### src/rtl/chain_port_defs.svh
// constants for the priority chain and port select block
`ifndef CHAIN_PORT_DEFS_SVH
`define CHAIN_PORT_DEFS_SVH
`define BASE_NIBBLE_RST   4'hE
`define BASE_HI_BIT       7
`define BASE_LO_BIT       4
`define PORT_FN_W         4
`define DRIVE_MAX         6
`define DRIVE_SEL_W       3
`define EXT_LATCH_FN      4'h0
`define CMD_STAT_FN       4'h1
`define PIO_FN_LO         4'h4
`define PIO_FN_HI         4'h7
`define DMA_FN_LO         4'h8
`define DMA_FN_HI         4'hB
`define CTC_FN_LO         4'hC
`define CTC_FN_HI         4'hF
`endif

### src/rtl/chain_port_pkg.sv
// types for the priority chain and port select block
package chain_port_pkg;
  typedef enum logic [1:0] {
    GR_IDLE = 2'b00,  // no local request
    GR_WAIT = 2'b01,  // request raised, chain not yet granted
    GR_OWN  = 2'b11   // local dma owns the bus
  } grant_state_t;
  typedef enum logic [2:0] {
    FN_NONE = 3'h0,
    FN_EXT  = 3'h1,
    FN_CMD  = 3'h2,
    FN_PIO  = 3'h3,
    FN_DMA  = 3'h4,
    FN_CTC  = 3'h5
  } port_fn_t;
endpackage : chain_port_pkg

### src/rtl/s100_chain_select.sv
// interrupt chain, dma grant chain and io port select for the disk card
// How it works
// card pulls shared open-collector interrupt line low when it wants service.
// unconnected interrupt chain enable input reads high, giving top priority.
// interrupt chain output high when this or higher board interrupted.
// interrupt chain output low when no higher request or already serviced.
// host hold-acknowledge feeds first board, high only when bus released.
// dma boards pass bus grant down a chain, one master at once.
// grant chain output low when no higher dma request or serviced.
// board with grant input high owns the bus and may run dma.
// grant chain output high while bus held or higher request pending.
// top board takes dma acknowledge from local hold-acknowledge, by default.
// other boards take dma acknowledge from preceding board's chain output.
// four selectors match a7..a4, default base nibble e.
// fitted selector reads one, omitted zero, any nibble 0 to f.
// software may select one of up to six attached drives.
// card spans sixteen ports, low nibble selects internal function.
// bus requests only from dma; interrupts from dma, timer or pio.
// port select only on io cycles matching selectors, gated by strobes.
// own outstanding bus request holds downstream grant output inactive.
`timescale 1ns/100ps
`include "chain_port_defs.svh"
module s100_chain_select #(
  parameter int DRIVES = `DRIVE_MAX  // number of attachable drives
) (
  input  wire logic       CLK_SYS,            // system clock, 125 MHz
  input  wire logic       SRST,               // synchronous reset, active high
  input  wire logic       IRQ_CHAIN_ENABLE_IN,// chain enable in, pulled high when open
  output logic            IRQ_CHAIN_ENABLE_OUT,// chain enable out to lower board
  input  wire logic       IRQ_DMA,            // interrupt request from dma
  input  wire logic       IRQ_TIMER,          // interrupt request from timer
  input  wire logic       IRQ_PIO,            // interrupt request from pio
  input  wire logic       IRQ_ACK,            // host has serviced our interrupt
  input  wire logic       INT_LINE_IN,        // shared interrupt line level
  output logic            INT_LINE_OUT,       // drive value, always low
  output logic            INT_LINE_OE,        // high while pulling line low
  input  wire logic       HOLD_ACK,           // host hold-acknowledge, high = released
  input  wire logic       DMA_GRANT_CHAIN_IN_N,// grant from preceding board
  output logic            DMA_GRANT_CHAIN_OUT_N,// grant to next board
  input  wire logic       GRANT_SOURCE_LOCAL, // jumper: take grant from hold-ack
  input  wire logic       DMA_BUS_REQ,        // local dma wants the bus
  input  wire logic       DMA_DONE,           // local dma finished its cycles
  output logic            DMA_OWNS_BUS,       // local dma may run
  input  wire logic [3:0] BASE_SEL,           // base nibble jumpers, fitted = one
  input  wire logic [7:0] ADDR,               // bus address low byte
  input  wire logic       IO_RD,              // bus io read strobe
  input  wire logic       IO_WR,              // bus io write strobe
  input  wire logic [7:0] DATA_IN,            // bus write data
  output logic            PORT_SEL,           // card port selected
  output logic            SEL_EXT,            // extended latch port
  output logic            SEL_CMD,            // command/status port
  output logic            SEL_PIO,            // pio ports
  output logic            SEL_DMA,            // dma ports
  output logic            SEL_CTC,            // timer ports
  output logic [`DRIVE_SEL_W-1:0] DRIVE_SEL,  // selected drive number
  output logic            DRIVE_VALID         // a legal drive is selected
);
  typedef struct packed {
    logic                     irq_pend;
    logic                     irq_chain_enable_out;
    chain_port_pkg::grant_state_t gst;
    logic                     gout_n;
    logic                     psel;
    logic [4:0]               sel;
    logic [`DRIVE_SEL_W-1:0]  drive;
    logic                     dvalid;
  } state_t;

  // registered state and its next value
  state_t q, d;
  logic   hit;       // address upper nibble matches the selectors
  logic   grant_in;  // grant as seen through the source jumper
  logic   irq_src;   // any local interrupt source active
  logic   io_cyc;    // an io read or write strobe is up
  chain_port_pkg::port_fn_t fn;

  // value of every state field while reset is held
  localparam state_t RST_STATE = '{
    irq_pend: 1'b0,
    irq_chain_enable_out:      1'b0,
    gst:      chain_port_pkg::GR_IDLE,
    gout_n:   1'b1,  // grant held back from the next board
    psel:     1'b0,
    sel:      5'h00,
    drive:    '0,
    dvalid:   1'b0
  };

  // pending flag: a new request wins over a service acknowledge
  function automatic logic irq_next(input logic pend, input logic src, input logic ack);
    logic v;
    v = pend;
    if (src) begin
      v = 1'b1;
    end else if (ack) begin
      v = 1'b0;
    end
    return v;
  endfunction : irq_next

  // chain enable out: enable seen and this or a higher board interrupting
  function automatic logic chain_out(input logic en, input logic pend, input logic lvl);
    logic upstream;  // shared line low: some board is asking
    upstream = ~lvl;
    return en & (pend | upstream);
  endfunction : chain_out

  // grant goes downstream only when it reached us and nothing local holds it
  function automatic logic grant_pass(input logic granted,
                                      input chain_port_pkg::grant_state_t st,
                                      input logic req);
    return granted && (st == chain_port_pkg::GR_IDLE) && !req;
  endfunction : grant_pass

  // one-hot select lines for a decoded port function
  function automatic logic [4:0] fn_onehot(input chain_port_pkg::port_fn_t f);
    logic [4:0] v;
    v = 5'h00;
    case (f)
      chain_port_pkg::FN_EXT: v[0] = 1'b1;
      chain_port_pkg::FN_CMD: v[1] = 1'b1;
      chain_port_pkg::FN_PIO: v[2] = 1'b1;
      chain_port_pkg::FN_DMA: v[3] = 1'b1;
      chain_port_pkg::FN_CTC: v[4] = 1'b1;
      default: v = 5'h00;
    endcase
    return v;
  endfunction : fn_onehot

  // a drive number is legal below the attached drive count
  function automatic logic drive_ok(input logic [`DRIVE_SEL_W-1:0] num);
    logic [31:0] wide;  // drive number widened for the compare
    wide = 32'(num);
    return (wide < 32'(DRIVES));
  endfunction : drive_ok

  port_decode u_dec (
    .addr     (ADDR),
    .base_sel (BASE_SEL),
    .hit      (hit),
    .fn       (fn)
  );

  // grant source jumper; hold-ack high means released, chain input is active low
  assign grant_in = GRANT_SOURCE_LOCAL ? HOLD_ACK  // see R10
                                       : ~DMA_GRANT_CHAIN_IN_N;
  assign irq_src  = IRQ_DMA | IRQ_TIMER | IRQ_PIO;
  assign io_cyc   = IO_RD | IO_WR;

  // next state
  always_comb begin
    d = q;

    // interrupt pending and chain enable out
    d.irq_pend = irq_next(q.irq_pend, irq_src, IRQ_ACK);
    d.irq_chain_enable_out = chain_out(IRQ_CHAIN_ENABLE_IN, d.irq_pend, INT_LINE_IN);  // see R2 see R3

    // local grant tracking
    case (q.gst)
      chain_port_pkg::GR_IDLE: begin
        if (DMA_BUS_REQ) begin
          d.gst = chain_port_pkg::GR_WAIT;
        end
      end
      chain_port_pkg::GR_WAIT: begin
        if (grant_in) begin
          d.gst = chain_port_pkg::GR_OWN;
        end
      end
      chain_port_pkg::GR_OWN: begin
        if (DMA_DONE || !grant_in) begin
          d.gst = chain_port_pkg::GR_IDLE;
        end
      end
      default: d.gst = chain_port_pkg::GR_IDLE;
    endcase

    // pass grant down only when released and no local request outstanding
    d.gout_n = ~grant_pass(grant_in, d.gst, DMA_BUS_REQ);  // see R6 see R7 see R9

    // port select gated by io strobes
    d.psel = hit & io_cyc;
    d.sel  = 5'h00;
    if (hit && io_cyc) begin
      d.sel = fn_onehot(fn);
    end

    // drive select written through command/status port
    if (hit && IO_WR && fn == chain_port_pkg::FN_CMD) begin
      d.drive  = DATA_IN[`DRIVE_SEL_W-1:0];
      d.dvalid = drive_ok(DATA_IN[`DRIVE_SEL_W-1:0]);
    end
  end

  // state register
  always_ff @(posedge CLK_SYS) begin
    if (SRST) begin
      q <= RST_STATE;
    end else begin
      q <= d;
    end
  end

  // open-collector interrupt line: drive value always low, enable does the pulling
  assign INT_LINE_OUT          = 1'b0;
  assign INT_LINE_OE           = q.irq_pend;
  assign IRQ_CHAIN_ENABLE_OUT  = q.irq_chain_enable_out;

  // dma grant chain and ownership
  assign DMA_GRANT_CHAIN_OUT_N = q.gout_n;
  assign DMA_OWNS_BUS          = (q.gst == chain_port_pkg::GR_OWN);

  // port selects
  assign PORT_SEL              = q.psel;
  assign SEL_EXT               = q.sel[0];
  assign SEL_CMD               = q.sel[1];
  assign SEL_PIO               = q.sel[2];
  assign SEL_DMA               = q.sel[3];
  assign SEL_CTC               = q.sel[4];

  // drive select
  assign DRIVE_SEL             = q.drive;
  assign DRIVE_VALID           = q.dvalid;
endmodule : s100_chain_select

### src/rtl/port_decode.sv
// address match and internal function decode for the sixteen io ports
`timescale 1ns/100ps
`include "chain_port_defs.svh"
module port_decode (
  input  wire logic [7:0] addr,      // bus address low byte
  input  wire logic [3:0] base_sel,  // jumper nibble, fitted reads one
  output logic            hit,       // address is in this card's block
  output chain_port_pkg::port_fn_t fn // function chosen by low nibble
);
  logic [3:0] lo;
  assign lo = addr[`PORT_FN_W-1:0];
  // upper nibble match against the selectors
  assign hit = (addr[`BASE_HI_BIT:`BASE_LO_BIT] == base_sel);  // see R12
  // low nibble picks the internal function
  always_comb begin
    fn = chain_port_pkg::FN_NONE;
    if (lo == `EXT_LATCH_FN) begin
      fn = chain_port_pkg::FN_EXT;
    end else if (lo == `CMD_STAT_FN) begin
      fn = chain_port_pkg::FN_CMD;
    end else if (lo >= `PIO_FN_LO && lo <= `PIO_FN_HI) begin
      fn = chain_port_pkg::FN_PIO;
    end else if (lo >= `DMA_FN_LO && lo <= `DMA_FN_HI) begin
      fn = chain_port_pkg::FN_DMA;
    end else if (lo >= `CTC_FN_LO) begin
      fn = chain_port_pkg::FN_CTC;
    end
  end
endmodule : port_decode

### config.mk
export PLATFORM = sky130hd
export DESIGN_NAME = s100_chain_select
export DESIGN_NICKNAME = d
export VERILOG_FILES = /design/src/rtl/chain_port_pkg.sv /design/src/rtl/s100_chain_select.sv /design/src/rtl/port_decode.sv
export VERILOG_INCLUDE_DIRS = /design/src /design/src/rtl
export SDC_FILE = /design/constraint.sdc
export NUM_CORES = 1
export LEC_CHECK = 0
export BUFFER_PORTS_ARGS = -buffer_cell sky130_fd_sc_hd__buf_2
export CORE_MARGIN = 5
export CORE_UTILIZATION = 34
export CTS_BUF_LIST = sky130_fd_sc_hd__clkbuf_16
export DETAILED_ROUTE_END_ITERATION = 8
export PLACE_DENSITY = 0.83
export RECOVER_POWER = 25
export REMOVE_ABC_BUFFERS = 1
export SLEW_MARGIN = 40
export SYNTH_ARGS = -nofsm -noshare
export SYNTH_HDL_FRONTEND = slang
export SYNTH_SLANG_ARGS = --single-unit
export TNS_END_PERCENT = 5
### constraint.sdc
create_clock -name CLK_SYS -period 1 [get_ports CLK_SYS]
set_input_delay 0.05 -clock CLK_SYS [delete_from_list [all_inputs] [get_ports CLK_SYS]]
set_output_delay 0.05 -clock CLK_SYS [all_outputs]
set_load 0.01 [all_outputs]
==> impl_results.md <==
- Skew-Pair Late Insertion Delay: 0.24 ns
- GP Congestion: 0.744
- DR iter-0 viols: 12
- Dpl cells: 136
- Register share of total power: 40.2%
- Commonest non-fill, non-tap cells in the layout: 37 x buf_2, 14 x dfxtp_1, 6 x a21oi_1, 6 x nor2_1, 5 x clkbuf_1
- Initial Util: 36.2%
- Max Fclk: 0.995 GHz
- Layout cells sized above 1: 42.4%
- Comb power frac: 11.8%
- Clk_skew: 0.00382 ns
- Syn Std Cell Area: 639 um2
- CP Class: reg2reg
- Fill cells: 175
- Root Driver: clkbuf_16
- Antenna Nets Post-Route: 0
- Hold Fails Final Rpt: 0
- DR WL/cell: 11.8 um
- Die ar.: 2850 um2
- Max-Cap Viols: 0
- Pwr/cell area: 1560 nW/um2
- Minimum clock period after layout: 1.00 ns
- Cell Int Power: 1240 uW
- Metal2 WL: 873 um
- Layout area overhead: 55.0%
- Final setup vio count: 1
- Failing checks: setup timing
- Placed inst area: 875 um2
- Max-slew violations: 0
- Worst EP arrival: 1.12 ns
- Rows: 15
- Core area: 1760 um2
- Clock transition at path regs: 0.05 ns
- Io pins: 50
- Pleak: 0.000470 uW
- VDD IR max: 1.05 mV
- Nets: 154
- CP startpoint kind: flip-flop
- CP Capture Type: flip-flop
- Synthesis-stage register bit count: 15
- Top layer used by detailed routing: met3
- Net switching power figure: 307 uW
- Worst hold path type: in2reg
- Routed WL: 1.69 mm
- Die Wd: 53.4 um
- Main area contributors after synthesis: dfxtp_1 47%, xnor2_1 5.5%, a21oi_1 4.7%, buf_4 4.7%, nand4_1 3.9%
- Synth Instances: 70
- Via count: 671
- Metal3 WL: 190 um
- Number of port buffers: 43
- Synth area leader: dfxtp_1
- Syn Area/Cell: 9.13 um2
- Post-route cell area: 991 um2
- CTS tree: built
- Max FO, Critical Path: 2
- Antenna diode count: 0
- Overflow after GRT: 0
- CTS sink count: 15
- FF/Latch Area: 302 um2
- Switching share of total power: 19.9%
- Most common cell after layout, fill and taps aside: buf_2
- RSZ-0062 raised after global routing: true
- Residual DRC count: 0
- CP Data Required Time: 1.11 ns
- H-tree Lvls: 1
- First-pass GRT wire length: 2.53 mm
- YS warnings: 0
- GRT Util Overall: 12.3%
- First-pass iteration count of the detailed router: 4
- Final WS setup: -0.00453 ns
- Fin Setup TNS: -0.00453 ns
- Metal-1 WL: 630 um
- Fin crit share: 100%
- Vias in the first global route: 662
- Area share of the largest cell type after synthesis: 47.0%
- Fin util: 56.2%
- Longest Clk Path Bufs: 2
- Die H: 53.4 um
- Largest net degree at the start of global routing: 9
- Status: finished with violations
- DP Wirelength: 1.40 mm
- Post-route insts no fill: 143
- Clock power share: 48.0%
- Area used by multi-input combinational logic: 303 um2
- Num CTS Buffers: 3
- Antenna violations before repair: 0
- WHS: 0.0234 ns
- Avg Vias per Cell: 4.69
- Unique masters post-synth: 27
- Seq/Total Area, Yosys: 47.0%
## Yosys cell counts
master	count
or4b_1	1
a2111oi_0	1
or2_1	1
and2_1	2
nand4_1	4
o31ai_1	1
o21ai_0	4
nand3_1	1
nor3_4	1
and3_1	1
a21oi_1	6
a211o_1	1
nand2_1	4
dfxtp_1	15
and4_1	1
nor2_1	6
conb_1	1
buf_4	4
clkbuf_1	1
inv_1	2
inv_2	1
nor3_1	1
nor2b_1	2
nand2b_1	1
xnor2_1	4
nor3b_1	2
nor2b_4	1
## logic make-up (layout without fill, tap and decap cells)
| kind of cell | Yosys count | in the layout | share of synthesized area, % |
|---|---|---|---|
| simple gates | 29 | 29 | 28.2 |
| flops | 15 | 15 | 47.0 |
| compound gates | 13 | 13 | 11.7 |
| buf+inv | 8 | 56 | 7.04 |
| xor+xnor | 4 | 4 | 5.48 |
| other cells | 1 | 1 | 0.587 |
## through the flow
stage / total power (uW) / setup WS [ns]
final: 1550 / -0.00453
after floorplan: 697 / -0.0168
after detailed placement: 799 / -0.121
after global routing: 1610 / -0.0396
after global placement: 791 / -0.0737
after CTS: 1550 / -0.00114
## power by group through the flow
stage               combinational, uW  sequential [uW]  clock, uW
global route                      200              621        791
CTS                               180              620        755
global placement                  161              630          0
finish                            183              621        742
floorplan                        61.6              636          0
detailed placement                168              630          0
## area by class of cell
cell class	count	share of cell area [%]
Multi-Input combinational cell	47	30.6
Sequential cell	15	30.4
Timing Repair Buffer	49	26.8
Clock buffer	3	7.58
Tap cell	25	3.16
Inverter	3	1.14
Clock inverter	1	0.379
## state kept, by name, indices dropped and copies added, names as in the netlist
signal	count
DRIVE_SEL	3
q	2
DMA_GRANT_CHAIN_OUT_N	1
DRIVE_VALID	1
INT_LINE_OE	1
IRQ_CHAIN_ENABLE_OUT	1
PORT_SEL	1
SEL_CMD	1
SEL_CTC	1
SEL_DMA	1
SEL_EXT	1
SEL_PIO	1
## path summary, 6_finish.rpt
kind	from	endpoint	slack (ns)	cells past startpoint
worst max-delay path	q[12]$_SDFF_PP0_	DMA_GRANT_CHAIN_OUT_N$_SDFF_PP1_	-0.005	3
worst min-delay path	DMA_BUS_REQ	DMA_GRANT_CHAIN_OUT_N$_SDFF_PP1_	0.02	2
worst max register to register	q[12]$_SDFF_PP0_	DMA_GRANT_CHAIN_OUT_N$_SDFF_PP1_	-0.005	3
worst min register to register	DRIVE_SEL[2]$_SDFFE_PP0P_	DRIVE_SEL[2]$_SDFFE_PP0P_	0.47	2
## routing by layer
layer  track usage (%)  up-vias
met3              5.92        0
met4              3.40        0
met1              10.7      305
li1                  -      334
met2              24.1       32
met5                 0        -
## worst max-delay path, cell delays in order (launching register included)
cell and delay [ns]:
dfxtp_2 0.32, nand2_1 0.04, nand2_1 0.08, or4b_1 0.43
## what timing repair did
item,CTS,global route
gates resized for setup,5,0
hold endpoints to repair,2,0
buffers inserted,0,1
hold buffers,2,0
endpoints found under the setup margin,4,2
No activity file was read; power rests on OpenSTA's default activity.
